<file path="config.mk">
export PLATFORM = sky130hd
export DESIGN_NAME = rbp_ctrl
export DESIGN_NICKNAME = d
export VERILOG_FILES = /design/src/hdl/rbp_pkg.sv /design/src/hdl/rbp_ctrl.sv
export SDC_FILE = /design/constraint.sdc
export NUM_CORES = 1
export LEC_CHECK = 0
export BUFFER_PORTS_ARGS = -buffer_cell sky130_fd_sc_hd__buf_4
export CORE_MARGIN = 4
export CORE_UTILIZATION = 58
export CTS_BUF_LIST = sky130_fd_sc_hd__clkbuf_2
export DETAILED_ROUTE_END_ITERATION = 8
export PLACE_DENSITY = 0.8
export SLEW_MARGIN = 20
export SYNTH_ARGS = -nofsm -noshare
export SYNTH_HDL_FRONTEND = slang
export SYNTH_SLANG_ARGS = --single-unit
export TNS_END_PERCENT = 20
</file>
<file path="constraint.sdc">
create_clock -name aclk -period 3.5 [get_ports aclk]
set_input_delay 0.35 -clock aclk [delete_from_list [all_inputs] [get_ports aclk]]
set_output_delay 0.35 -clock aclk [all_outputs]
set_load 0.05 [all_outputs]
</file>
<file path="src/hdl/rbp_pkg.sv">
// Package for the reset, brown-out and power-mode controller.
// Assumes a single 200 MHz clock and an AXI4-Lite register master.
package rbp_pkg;
  // ---
  // Register offsets (byte addresses)
  // ---
  localparam logic [7:0] OFF_AUX_IRQ_EN = 8'he8;
  localparam logic [7:0] OFF_PWR_CTRL = 8'h87;
  localparam logic [7:0] OFF_FLASH_CFG = 8'hb0;
  localparam logic [7:0] OFF_WDT_CTRL = 8'hc0;
  localparam logic [7:0] OFF_IRQ_EN = 8'ha8;
  localparam logic [7:0] OFF_PRIO_LO = 8'hb8;
  localparam logic [7:0] OFF_PRIO_HI = 8'hb4;
  localparam logic [7:0] OFF_STATUS = 8'hc4;
  // ---
  // Field positions
  // ---
  localparam int BIT_IDLE = 0;
  localparam int BIT_PDOWN = 1;
  localparam int BIT_POF = 4;
  localparam int BIT_SOFT_RST = 1;
  localparam int BIT_WDT_STAT = 2;
  localparam int BIT_BO_IRQ_EN = 3;
  // ---
  // Reset values and counts
  // ---
  localparam logic [7:0] RST_REG = 8'h00;
  localparam logic [15:0] RESET_VECTOR = 16'h0000;
  localparam int RST_MIN_CLOCKS = 24;
  localparam int BO_FILTER_CLOCKS = 4;
  localparam int PD_EXIT_CLOCKS = 1024;
  localparam int NUM_SRC = 10;
  // ---
  // Types
  // ---
  typedef enum logic [3:0] {
    ST_RUN = 4'b0001,
    ST_IDLE = 4'b0010,
    ST_PDOWN = 4'b0100,
    ST_WAKE = 4'b1000
  } rbp_state_t;
  typedef struct packed {
    logic [15:0] vector;
    logic [3:0] source;
    logic valid;
  } rbp_irq_req_t;
  typedef struct packed {
    logic cpu_reset;
    logic halt_pc;
    logic clock_stop;
    logic ale;
    logic program_store_strobe_n;
  } rbp_core_ctl_t;
endpackage : rbp_pkg

</file>
<file path="src/hdl/rbp_ctrl.sv">
// Reset, brown-out, interrupt poll and power-mode controller.
// Assumes asynchronous pins from the board, AXI4-Lite software access.
// Functional notes
// - After system reset the core restarts fetching at address 0000H.
// - During reset address latch and program store strobes are driven high; a soft reset in power-down leaves them low.
// - System reset keeps RAM, returns every control register to reset value.
// - Power-on sets the power-on flag until software clears it.
// - Soft-reset bit rising resets all but itself, watchdog status, RAM.
// - Brown-out acts only after four consecutive low-supply clocks.
// - Brown-out without its interrupt enable resets core to 0000H.
// - Brown-out with enable set raises interrupt at 004BH, core keeps running.
// - Clearing brown-out enable while condition active resets the device.
// - Four priority levels, each source has enable and two priority bits.
// - Same level polled in fixed order, external 0 first, timer 2 last.
// - Serial port and serial interface share one request at 0023H.
// - Idle halts program counter; clock, interrupts, peripherals keep running.
// - Starting any interrupt service in idle clears idle bit.
// - Hardware reset in idle or power-down restarts like power-on.
// - Power-down stops clock, keeps RAM; only level external interrupts live.
// - Only level external interrupts wake power-down and clear its bit.
// - Wake pin low at least 1024 clocks, service starts once high.
// - Strobes high during idle, low during power-down.
//
// Our own choice: the AXI4-Lite interface to the registers.
`timescale 1ns/10ps
module rbp_ctrl (
  input wire logic aclk,
  input wire logic aresetn,
  input wire logic [7:0] s_axi_awaddr,
  input wire logic s_axi_awvalid,
  output logic s_axi_awready,
  input wire logic [31:0] s_axi_wdata,
  input wire logic [3:0] s_axi_wstrb,
  input wire logic s_axi_wvalid,
  output logic s_axi_wready,
  output logic [1:0] s_axi_bresp,
  output logic s_axi_bvalid,
  input wire logic s_axi_bready,
  input wire logic [7:0] s_axi_araddr,
  input wire logic s_axi_arvalid,
  output logic s_axi_arready,
  output logic [31:0] s_axi_rdata,
  output logic [1:0] s_axi_rresp,
  output logic s_axi_rvalid,
  input wire logic s_axi_rready,
  input wire logic power_good,
  input wire logic reset_pin,
  input wire logic brownout_low,
  input wire logic osc_valid,
  input wire logic [3:0] ext_irq_n,
  input wire logic [3:0] ext_level_mode,
  input wire logic [9:0] periph_req,
  input wire logic serial_tx_flag,
  input wire logic serial_rx_flag,
  input wire logic serial_transfer_done_flag,
  input wire logic irq_return,
  output rbp_pkg::rbp_core_ctl_t core_ctl,
  output rbp_pkg::rbp_irq_req_t irq_req,
  output logic [15:0] restart_vector
);
  // ---
  // Pin synchronisers
  // ---
  // Three stages; a change counts once stages two and three agree
  logic [2:0] rst_sync_r, bo_sync_r, osc_sync_r;
  logic [2:0] ext_sync_r [4];
  logic rst_pin_r, bo_pin_r, osc_ok_r;
  logic [3:0] ext_low_r;
  always_ff @(posedge aclk) begin
    rst_sync_r <= {rst_sync_r[1:0], reset_pin};
    bo_sync_r <= {bo_sync_r[1:0], brownout_low};
    osc_sync_r <= {osc_sync_r[1:0], osc_valid};
    for (int i = 0; i < 4; i++) begin
      ext_sync_r[i] <= {ext_sync_r[i][1:0], ~ext_irq_n[i]};
    end
  end
  always_ff @(posedge aclk) begin
    if (rst_sync_r[1] == rst_sync_r[2]) rst_pin_r <= rst_sync_r[2];
    if (bo_sync_r[1] == bo_sync_r[2]) bo_pin_r <= bo_sync_r[2];
    if (osc_sync_r[1] == osc_sync_r[2]) osc_ok_r <= osc_sync_r[2];
    for (int i = 0; i < 4; i++) begin
      if (ext_sync_r[i][1] == ext_sync_r[i][2]) ext_low_r[i] <= ext_sync_r[i][2];
    end
  end

  // ---
  // Hardware reset and brown-out filter
  // ---
  logic [4:0] rst_cnt_r;
  logic hw_reset_r;
  logic [2:0] bo_cnt_r;
  logic bo_active_r;
  always_ff @(posedge aclk) begin
    if (!aresetn || !rst_pin_r) begin
      rst_cnt_r <= '0;
      hw_reset_r <= 1'b0;
    end else if (rst_cnt_r != 5'(rbp_pkg::RST_MIN_CLOCKS - 1)) begin
      rst_cnt_r <= rst_cnt_r + 5'd1;
    end else begin
      hw_reset_r <= 1'b1;
    end
  end
  always_ff @(posedge aclk) begin
    if (!aresetn || !bo_pin_r) begin
      bo_cnt_r <= '0;
      bo_active_r <= 1'b0;
    end else if (bo_cnt_r != 3'(rbp_pkg::BO_FILTER_CLOCKS - 1)) begin
      bo_cnt_r <= bo_cnt_r + 3'd1;
    end else begin
      bo_active_r <= 1'b1;
    end
  end

  // ---
  // Registers
  // ---
  logic [7:0] aux_interrupt_enable_r, power_control_reg_r, flash_config_reg_r;
  logic [7:0] watchdog_control_reg_r, irq_en_r, prio_lo_r, prio_hi_r;
  logic [3:0] ext_prio_lo_r, ext_prio_hi_r;
  logic sys_reset, soft_reset, bo_reset, bo_clear_reset;
  logic wr_fire;
  logic [7:0] wr_addr_r;
  logic [31:0] wr_data_r;
  logic aw_held_r, w_held_r;
  rbp_pkg::rbp_state_t state_r, state_nxt;
  logic power_on_flag_r;
  logic svc_start;

  assign soft_reset = wr_fire && wr_addr_r == rbp_pkg::OFF_FLASH_CFG
    && wr_data_r[rbp_pkg::BIT_SOFT_RST] && !flash_config_reg_r[rbp_pkg::BIT_SOFT_RST];
  assign bo_clear_reset = bo_active_r && wr_fire && wr_addr_r == rbp_pkg::OFF_AUX_IRQ_EN
    && !wr_data_r[rbp_pkg::BIT_BO_IRQ_EN];
  assign bo_reset = bo_active_r && !aux_interrupt_enable_r[rbp_pkg::BIT_BO_IRQ_EN];
  // hardware reset restarts from any mode
  assign sys_reset = hw_reset_r || bo_reset || bo_clear_reset;

  // power-on flag, set wins over clear
  always_ff @(posedge aclk) begin
    if (!power_good) begin
      power_on_flag_r <= 1'b1;
    end else if (wr_fire && wr_addr_r == rbp_pkg::OFF_PWR_CTRL
                 && !wr_data_r[rbp_pkg::BIT_POF]) begin
      power_on_flag_r <= 1'b0;
    end
  end

  // aux enable, power-control, irq enable and low-byte priority registers back to reset value
  always_ff @(posedge aclk) begin
    if (!aresetn || sys_reset || soft_reset) begin
      aux_interrupt_enable_r <= rbp_pkg::RST_REG;
      power_control_reg_r <= rbp_pkg::RST_REG;
      irq_en_r <= rbp_pkg::RST_REG;
      prio_lo_r <= rbp_pkg::RST_REG;
      prio_hi_r <= rbp_pkg::RST_REG;
    end else begin
      if (wr_fire) begin
        case (wr_addr_r)
          rbp_pkg::OFF_AUX_IRQ_EN: aux_interrupt_enable_r <= wr_data_r[7:0];
          rbp_pkg::OFF_PWR_CTRL: power_control_reg_r <= wr_data_r[7:0];
          rbp_pkg::OFF_IRQ_EN: irq_en_r <= wr_data_r[7:0];
          rbp_pkg::OFF_PRIO_LO: prio_lo_r <= wr_data_r[7:0];
          rbp_pkg::OFF_PRIO_HI: prio_hi_r <= wr_data_r[7:0];
          default: ;
        endcase
      end
      // service start clears idle and power-down bits
      if (svc_start) begin
        power_control_reg_r[rbp_pkg::BIT_IDLE] <= 1'b0;
        power_control_reg_r[rbp_pkg::BIT_PDOWN] <= 1'b0;
      end
    end
  end
  // soft-reset bit and watchdog status survive soft reset
  always_ff @(posedge aclk) begin
    if (!aresetn || sys_reset) begin
      flash_config_reg_r <= rbp_pkg::RST_REG;
      watchdog_control_reg_r <= rbp_pkg::RST_REG;
      ext_prio_lo_r <= '0;
      ext_prio_hi_r <= '0;
    end else if (soft_reset) begin
      flash_config_reg_r <= rbp_pkg::RST_REG;
      flash_config_reg_r[rbp_pkg::BIT_SOFT_RST] <= 1'b1;
      watchdog_control_reg_r <= rbp_pkg::RST_REG;
      watchdog_control_reg_r[rbp_pkg::BIT_WDT_STAT] <=
        watchdog_control_reg_r[rbp_pkg::BIT_WDT_STAT];
      ext_prio_lo_r <= '0;
      ext_prio_hi_r <= '0;
    end else if (wr_fire) begin
      case (wr_addr_r)
        rbp_pkg::OFF_FLASH_CFG: flash_config_reg_r <= wr_data_r[7:0];
        rbp_pkg::OFF_WDT_CTRL: watchdog_control_reg_r <= wr_data_r[7:0];
        rbp_pkg::OFF_PRIO_LO: ext_prio_lo_r <= wr_data_r[11:8];
        rbp_pkg::OFF_PRIO_HI: ext_prio_hi_r <= wr_data_r[11:8];
        default: ;
      endcase
    end
  end

  // ---
  // Interrupt poll
  // ---
  // Source index in polling order; enables/priorities are per-source fields
  logic [9:0] pend, en_vec, plo_vec, phi_vec;
  logic [1:0] cur_level_r;
  logic in_service_r;
  rbp_pkg::rbp_irq_req_t pick;
  function automatic logic [15:0] src_vector(input logic [3:0] s);
    case (s)
      4'd0: src_vector = 16'h0003;
      4'd1: src_vector = 16'h004b;
      4'd2: src_vector = 16'h000b;
      4'd3: src_vector = 16'h0013;
      4'd4: src_vector = 16'h001b;
      4'd5: src_vector = 16'h0033;
      4'd6: src_vector = 16'h003b;
      4'd7: src_vector = 16'h0043;
      4'd8: src_vector = 16'h0023;
      default: src_vector = 16'h002b;
    endcase
  endfunction : src_vector
  always_comb begin
    pend = periph_req;
    pend[0] = periph_req[0] | ext_low_r[0];
    pend[3] = periph_req[3] | ext_low_r[1];
    pend[6] = periph_req[6] | ext_low_r[2];
    pend[7] = periph_req[7] | ext_low_r[3];
    pend[1] = bo_active_r;
    pend[8] = serial_tx_flag | serial_rx_flag | serial_transfer_done_flag;
    // power-down keeps only level external sources
    if (state_r == rbp_pkg::ST_PDOWN || state_r == rbp_pkg::ST_WAKE) begin
      pend = {2'b00, ext_level_mode[3] & ext_low_r[3], ext_level_mode[2] & ext_low_r[2],
        2'b00, ext_level_mode[1] & ext_low_r[1], 2'b00, ext_level_mode[0] & ext_low_r[0]};
    end
    en_vec = {irq_en_r[5], irq_en_r[4], aux_interrupt_enable_r[1:0], irq_en_r[6],
      irq_en_r[3], irq_en_r[2], irq_en_r[1], aux_interrupt_enable_r[rbp_pkg::BIT_BO_IRQ_EN],
      irq_en_r[0]};
    plo_vec = {prio_lo_r[5], prio_lo_r[4], ext_prio_lo_r[3:2], prio_lo_r[6],
      prio_lo_r[3], prio_lo_r[2], prio_lo_r[1], ext_prio_lo_r[0], prio_lo_r[0]};
    phi_vec = {prio_hi_r[5], prio_hi_r[4], ext_prio_hi_r[3:2], prio_hi_r[6],
      prio_hi_r[3], prio_hi_r[2], prio_hi_r[1], ext_prio_hi_r[0], prio_hi_r[0]};
    pick = '0;
    // four levels, highest first; fixed order inside a level
    // Last hit wins: highest level, then lowest poll index
    for (int lv = 0; lv < 4; lv++) begin
      for (int s = rbp_pkg::NUM_SRC - 1; s >= 0; s--) begin
        if (pend[s] && en_vec[s] && irq_en_r[7] && {phi_vec[s], plo_vec[s]} == 2'(lv)
            && (!in_service_r || 2'(lv) > cur_level_r)) begin
          pick.source = 4'(s);
          pick.valid = 1'b1;
        end
      end
    end
    pick.vector = src_vector(pick.source);
  end

  // ---
  // Power-mode sequencer
  // ---
  logic [10:0] wake_cnt_r;
  logic wake_done_r;
  always_comb begin
    state_nxt = state_r;
    case (state_r)
      rbp_pkg::ST_RUN: begin
        if (power_control_reg_r[rbp_pkg::BIT_PDOWN]) state_nxt = rbp_pkg::ST_PDOWN;
        else if (power_control_reg_r[rbp_pkg::BIT_IDLE]) state_nxt = rbp_pkg::ST_IDLE;
      end
      rbp_pkg::ST_IDLE: if (pick.valid) state_nxt = rbp_pkg::ST_RUN;
      rbp_pkg::ST_PDOWN: if (pick.valid) state_nxt = rbp_pkg::ST_WAKE;
      // service once pin high after full count, else sleep again
      rbp_pkg::ST_WAKE: if (!(|ext_low_r)) begin
        state_nxt = wake_done_r ? rbp_pkg::ST_RUN : rbp_pkg::ST_PDOWN;
      end
      default: state_nxt = rbp_pkg::ST_RUN;
    endcase
  end
  always_ff @(posedge aclk) begin
    if (!aresetn || sys_reset || soft_reset) state_r <= rbp_pkg::ST_RUN;
    else state_r <= state_nxt;
  end
  // count from valid oscillator, restart on early rise
  always_ff @(posedge aclk) begin
    if (!aresetn || state_r != rbp_pkg::ST_WAKE || !osc_ok_r) begin
      wake_cnt_r <= '0;
      wake_done_r <= 1'b0;
    end else if (!wake_done_r && !(|ext_low_r)) begin
      wake_cnt_r <= '0;
    end else if (wake_cnt_r != 11'(rbp_pkg::PD_EXIT_CLOCKS - 1)) begin
      wake_cnt_r <= wake_cnt_r + 11'd1;
    end else begin
      wake_done_r <= 1'b1;
    end
  end
  assign svc_start = (state_r == rbp_pkg::ST_IDLE && pick.valid)
    || (state_r == rbp_pkg::ST_WAKE && state_nxt == rbp_pkg::ST_RUN)
    || (state_r == rbp_pkg::ST_RUN && pick.valid && !in_service_r);
  // Waking pin is high again at service start, so keep its request
  rbp_pkg::rbp_irq_req_t wake_pick_r, svc_pick;
  always_ff @(posedge aclk) begin
    if (state_r == rbp_pkg::ST_PDOWN) wake_pick_r <= pick;
  end
  assign svc_pick = state_r == rbp_pkg::ST_WAKE ? wake_pick_r : pick;
  always_ff @(posedge aclk) begin
    if (!aresetn || sys_reset || soft_reset) begin
      in_service_r <= 1'b0;
      cur_level_r <= '0;
      irq_req <= '0;
    end else begin
      irq_req <= '0;
      if (irq_return) in_service_r <= 1'b0;
      if (svc_start && svc_pick.valid) begin
        in_service_r <= 1'b1;
        cur_level_r <= {phi_vec[svc_pick.source], plo_vec[svc_pick.source]};
        irq_req <= svc_pick;
      end
    end
  end
  // restart at reset vector; strobes forced high in system reset only, not soft reset; mode strobes
  always_ff @(posedge aclk) begin
    if (!aresetn) begin
      core_ctl <= '{1'b1, 1'b0, 1'b0, 1'b1, 1'b1};
      restart_vector <= rbp_pkg::RESET_VECTOR;
    end else begin
      core_ctl.cpu_reset <= sys_reset || soft_reset;
      core_ctl.halt_pc <= state_nxt != rbp_pkg::ST_RUN;
      core_ctl.clock_stop <= state_nxt == rbp_pkg::ST_PDOWN;
      core_ctl.ale <= state_nxt != rbp_pkg::ST_PDOWN || sys_reset;
      core_ctl.program_store_strobe_n <= state_nxt != rbp_pkg::ST_PDOWN || sys_reset;
    end
  end

  // ---
  // AXI4-Lite slave
  // ---
  assign s_axi_awready = !aw_held_r && !s_axi_bvalid;
  assign s_axi_wready = !w_held_r && !s_axi_bvalid;
  assign wr_fire = aw_held_r && w_held_r && !s_axi_bvalid;
  always_ff @(posedge aclk) begin
    if (!aresetn) begin
      aw_held_r <= 1'b0;
      w_held_r <= 1'b0;
      wr_addr_r <= '0;
      wr_data_r <= '0;
      s_axi_bvalid <= 1'b0;
      s_axi_bresp <= 2'b00;
    end else begin
      if (s_axi_awvalid && s_axi_awready) begin
        aw_held_r <= 1'b1;
        wr_addr_r <= s_axi_awaddr;
      end
      if (s_axi_wvalid && s_axi_wready) begin
        w_held_r <= 1'b1;
        // Only lane 0 is checked, even for bits 11:8; without it the power-control value is written
        wr_data_r <= s_axi_wstrb[0] ? s_axi_wdata : {24'h0, power_control_reg_r};
      end
      if (wr_fire) begin
        aw_held_r <= 1'b0;
        w_held_r <= 1'b0;
        s_axi_bvalid <= 1'b1;
        s_axi_bresp <= addr_ok(wr_addr_r) ? 2'b00 : 2'b10;
      end else if (s_axi_bready) begin
        s_axi_bvalid <= 1'b0;
      end
    end
  end
  function automatic logic addr_ok(input logic [7:0] a);
    addr_ok = a inside {rbp_pkg::OFF_AUX_IRQ_EN, rbp_pkg::OFF_PWR_CTRL,
      rbp_pkg::OFF_FLASH_CFG, rbp_pkg::OFF_WDT_CTRL, rbp_pkg::OFF_IRQ_EN,
      rbp_pkg::OFF_PRIO_LO, rbp_pkg::OFF_PRIO_HI, rbp_pkg::OFF_STATUS};
  endfunction : addr_ok
  assign s_axi_arready = !s_axi_rvalid;
  always_ff @(posedge aclk) begin
    if (!aresetn) begin
      s_axi_rvalid <= 1'b0;
      s_axi_rdata <= '0;
      s_axi_rresp <= 2'b00;
    end else if (s_axi_arvalid && s_axi_arready) begin
      s_axi_rvalid <= 1'b1;
      s_axi_rresp <= addr_ok(s_axi_araddr) ? 2'b00 : 2'b10;
      case (s_axi_araddr)
        rbp_pkg::OFF_AUX_IRQ_EN: s_axi_rdata <= {24'h0, aux_interrupt_enable_r};
        rbp_pkg::OFF_PWR_CTRL: s_axi_rdata <= {24'h0, power_control_reg_r[7:5],
          power_on_flag_r, power_control_reg_r[3:0]};
        rbp_pkg::OFF_FLASH_CFG: s_axi_rdata <= {24'h0, flash_config_reg_r};
        rbp_pkg::OFF_WDT_CTRL: s_axi_rdata <= {24'h0, watchdog_control_reg_r};
        rbp_pkg::OFF_IRQ_EN: s_axi_rdata <= {24'h0, irq_en_r};
        rbp_pkg::OFF_PRIO_LO: s_axi_rdata <= {20'h0, ext_prio_lo_r, prio_lo_r};
        rbp_pkg::OFF_PRIO_HI: s_axi_rdata <= {20'h0, ext_prio_hi_r, prio_hi_r};
        rbp_pkg::OFF_STATUS: s_axi_rdata <= {24'h0, bo_active_r, hw_reset_r,
          in_service_r, wake_done_r, state_r};
        default: s_axi_rdata <= '0;
      endcase
    end else if (s_axi_rready) begin
      s_axi_rvalid <= 1'b0;
    end
  end
endmodule : rbp_ctrl

</file>
## Word level (Yosys, flattened, before mapping)

Memories as Yosys holds them, arrays and structs flattened.
Cells that the tools add are included.

| cells by class | value |
|---|---|
| eq/ne operators | 65 |
| shifts and indexed selects | 0 |
| $mul | 0 |
| multiplexer cells | 66 |
| $add $sub $neg | 3 |
| $lt $le $gt $ge | 5 |
| div/mod/pow operators | 0 |
| reductions and logical operators | 187 |
| bitwise logic cells | 19 |

Operators with widths:

| operator | count |
|---|---|
| $mux W5 | 40 |
| $eq A8 B8 Y1 const B | 16 |
| $logic_and A1 B1 Y1 | 122 |
| $pmux W12 S8 | 1 |
| $eq A2 B2 Y1 const B | 20 |
| $mux W21 | 1 |
| $eq A2 B1 Y1 const B | 10 |
| $logic_not A2 Y1 | 10 |
| $mux W4 | 5 |
| $reduce_and A2 Y1 | 9 |
| $logic_or A1 B1 Y1 | 17 |
| $pmux W4 S4 | 1 |
| $reduce_bool A8 Y1 | 2 |
| $logic_not A1 Y1 | 15 |
| $mux W12 | 1 |
| $add A11 B1 Y11 const B | 1 |
| $ne A11 B10 Y1 const B | 1 |
| $mux W10 | 1 |
| $mux W2 | 5 |
| $reduce_bool A2 Y1 | 5 |
| $reduce_or A2 Y1 | 5 |
| $not A1 Y1 | 9 |
| $bmux W1 S4 | 2 |
| $eq A4 B1 Y1 const B | 2 |
| other kinds (20) | 44 |

| word-level totals | value |
|---|---|
| memories | 2 |
| bits in registers | 216 |
| input bits | 85 |
| bits in latches | 0 |
| ROM bits | 64 |
| bits in writable memories | 12 |
| word-level logic and storage cells | 398 |

Memories:

| memory | words | bits a word | rd ports | clocked after Yosys merged registers in | write ports | line | RTL |
|---|---|---|---|---|---|---|---|
| (no name shown) | 16 | 4 | 1 | 0 | 0 | rbp_ctrl.sv:208 | `case (s)` |
| ext_sync_r | 4 | 3 | 4 | 0 | 4 | rbp_ctrl.sv:66 | `logic [2:0] ext_sync_r [4];` |

## Logic depth before layout (Yosys ltp)

| logic depth | value |
|---|---|
| depth in word-level cells | 56 |
| gate-level depth with buffers | 17 |

## Worst setup path before layout

Ideal clock, no wire load.

| timing | value |
|---|---|
| path type | in2reg |
| start point | input port serial_rx_flag |
| end point | register irq_req[8] (netlist name) |
| path buffers | 0 |
| arrival time | 2.802 ns |
| setup slack | 0.628 ns |
| cell stages on the path | 13 |
| setup time | 0.070 ns |
| required time | 3.430 ns |
| cells stage by stage | o31ai_1 > nor3b_1 > or4_1 > a21oi_1 > a2111oi_4 > a21oi_1 > nor2_1 > or2_2 > ha_1 > nand2b_1 > a31oi_1 > nand2_1 > a21oi_1 |

RTL lines:

| what | line | RTL |
|---|---|---|
| from (decl) | rbp_ctrl.sv:54 | `input wire logic serial_rx_flag,` |
| to (signal assigned) | rbp_ctrl.sv:314 | `irq_req <= svc_pick;` |
| to (decl) | rbp_ctrl.sv:58 | `output rbp_pkg::rbp_irq_req_t irq_req,` |

==> flow_metrics.py <==
metrics = {
    "critical_path": {
        "rr_startpoint": "irq_en_r[7]",
        "critPathSlowestCell": "dfxtp_2",
        "crit_chain": "o211ai_1 > a211oi_1 > nand3_1 > a311oi_2 > nand4_1 > a21oi_1 > nor2_1 > or2_2 > inv_1 > ha_1 > mux2i_1 > nor2_1 > nand2_1 > a21oi_1",
        "cp-startpoint": "irq_en_r[7]",
        "worstSetupPathType": "reg2reg",
        "slowest_delay_ns": 0.48,
        "startpoint_type": "register",
        "r2r_cells": 14,
        "required_ns": 4.20,
        "end_kind": "register",
        "cp_max_fo": 7,
        "worstPathArrival_ns": 4.00,
    },
    "floorplan": {
        "die_h_um": 135.2,
        "io-pin-count": 168,
        "dieArea_um2": 18270,
        "num_rows": 46,
        "die_w_um": 135.2,
        "core-area_um2": 15890,
        "start_util_pct": 59.05,
    },
    "final_layout": {
        "fill_cells": 1282,
        "final_common_cell": "dfxtp_1",
        "drive_above_1_share_pct": 18.86,
        "mostFrequentLayoutCells": "162 x dfxtp_1, 129 x nor2_1, 129 x buf_4",
        "fin_nets": 1268,
        "stdcell_count": 1405,
        "final_util_pct": 69.39,
        "areaGrowthSynthToFinish_pct": 17.51,
    },
    "pwr": {
        "p_leak_nw": 4.675,
        "p_per_area_nw_per_um2": 335.9,
        "ir_worst_vdd_uv": 309.0,
    },
    "routing": {
        "dr_total_vias": 8374,
        "drtAntennaViolNets": 0,
        "wl_per_cell_um": 18.68,
        "vias_per_cell": 5.960,
        "drc_errors": 0,
        "drtIter0Drc": 778,
        "routed_wl_um": 26240,
        "drt-pass1-iter-count": 5,
    },
    "grt": {
        "grt_overflow": 0,
        "grt_max_degree": 66,
        "track_usage_pct": 28.57,
        "grt_pass1_wl_um": 41140,
        "antenna_found_initial": 1,
        "grt_pass1_vias": 7931,
    },
    "sta": {
        "rsz0062_at_grt": "no",
        "finalHoldViolCount": 0,
        "min_period_ns": 3.296,
        "setup_tns_ns": 0,
        "fmax_mhz": 303.4,
        "worst_pin_slew_ns": 0.9201,
        "setup_violations": 0,
        "finalCritPeriodShare_pct": 94.16,
        "maxSlewHeadroom_pct": 38.61,
        "skew_ns": 0.03669,
        "slew_viol_final": 0,
    },
    "place": {
        "gp_congestion": 0.9986,
        "io_buffers": 94,
        "dp_cells": 1314,
        "dp_hpwl_um": 18420,
    },
    "clocking": {
        "clock_latency_ns": 0.76,
        "cts_max_path_buffers": 2,
        "htreeDepth": 4,
        "cts.clk_slew.worst_paths_ns": 0.27,
        "cts.sinks": 183,
        "numCtsBuffers": 17,
        "root_buffer": "clkbuf_2",
        "cts_tree": "done",
    },
    "run_status": {
        "status": "finished clean",
    },
    "yosys": {
        "synthesis.area_um2": 9380,
        "synth-main-ff-cell": "dfxtp_1",
        "syn_area_per_cell_um2": 9.116,
        "ys_seq_area_share_pct": 40.76,
        "syn_inst": 1029,
        "synth_warnings": 0,
        "synth_seq_cells": 183,
        "async_flop_share_pct": 0,
        "synth_edf_count": 16,
        "synth_cell_types": 87,
    },
    "hold_path": {
        "hold_path_class": "in2reg",
        "holdPathStages": 4,
        "hold_path_startpoint": "s_axi_awvalid",
    },
    "job": {
        "maxCapViolations": 0,
    },
}
[path summary, 6_finish.rpt]
kind / endpoint / slack [ns]
worst max-delay path: irq_req[9] / 0.20
worst max register to register: irq_req[9] / 0.20
worst min register to register: rst_sync_r[1] / 0.33
worst min-delay path: wr_addr_r[2] / 0.07
[per-stage QoR]
step	total power [mW]	cell area (µm²)	setup WS [ns]	hold slack (ns)
after floorplan	2.590	9557	0.6278	0.3096
after global placement	2.673	10200	0.1981	0.3105
after detailed placement	2.683	10200	0.1069	0.3121
after CTS	3.703	10980	0.04275	0.007566
after global routing	3.844	11020	0.01170	0.05812
final	3.703	11020	0.2043	0.07284
[critical path, delay by kind of cell (launching register included)]
kind,cells,cell delay [ns]
AOI/OAI and AO/OA,5,1.27
DFF,1,0.48
adders and majority gates,1,0.20
muxes,1,0.08
and+or+nand+nor,6,1.06
buffers and inverters,1,0.14
[registers in the layout, summed over array words and instances (netlist names), 9 cells and up]
signal	count
ext_sync_r	12
s_axi_rdata	12
irq_req	10
wake_cnt_r	11
wake_pick_r	9
wr_data_r	12
[logic make-up after synthesis]
kind of cell,share of synthesized area [%]
flip-flops,40.76
other,0.03998
multiplexers,11.19
buffers and inverters,7.656
AO/OA/AOI/OAI,17.13
AND/OR/NAND/NOR,19.79
XOR/XNOR,2.361
adder cells (fa/ha/maj),1.067
[what timing repair did]
action,in CTS,in global routing
hold endpoints to repair,36,0
setup endpoints to repair,0,11
buffers inserted,0,2
hold buffers,56,0
gates resized for setup,0,9
[power breakdown]
group          internal, mW  total (mW)  leakage (nW)  switching [mW]
combinational         0.167       0.478          3.01           0.312
sequential             2.17        2.24          1.54          0.0621
clock                 0.263       0.989         0.128           0.726
total                  2.60        3.70          4.68            1.10
[final cells by class]
cell class | count | area [µm²] | share of cell area, %
multi-input cells | 761 | 5060 | 45.90
flip-flops and latches | 183 | 3830 | 34.74
repair buffers | 186 | 1549 | 14.05
well taps | 216 | 270.3 | 2.452
clock inverters | 14 | 123.9 | 1.124
inverters | 26 | 97.59 | 0.8854
clock buffers | 18 | 90.09 | 0.8173
diodes | 1 | 2.502 | 0.02270
[cells in the mapped netlist (13+ instances only)]
cell | n | area (µm²)
dfxtp_1 | 167 | 3343
nor2_1 | 129 | 484.2
mux2i_1 | 88 | 880.8
nand2_1 | 87 | 326.6
buf_4 | 51 | 382.9
a21oi_1 | 34 | 170.2
clkbuf_1 | 29 | 108.9
o21ai_0 | 28 | 140.1
inv_1 | 24 | 90.09
nand3_1 | 20 | 100.1
nor3_1 | 20 | 100.1
a222oi_1 | 16 | 160.2
buf_1 | 16 | 60.06
edfxtp_1 | 16 | 480.5
o211a_1 | 16 | 160.2
a21boi_0 | 15 | 112.6
mux2_2 | 15 | 168.9
nand4_1 | 15 | 93.84
a211oi_1 | 14 | 105.1
nor2b_1 | 13 | 81.33
[layer usage]
layer	wire length [µm]	vias up	share of wire, %	GRT usage [%]
met5	0	-	0	0
met4	1026	0	3.9	14.33
met3	2253	77	8.6	5.832
met2	12510	431	48	45.41
met1	10450	3949	40	37.09
li1	-	3917	-	-
(Power assumes the default switching activity.)
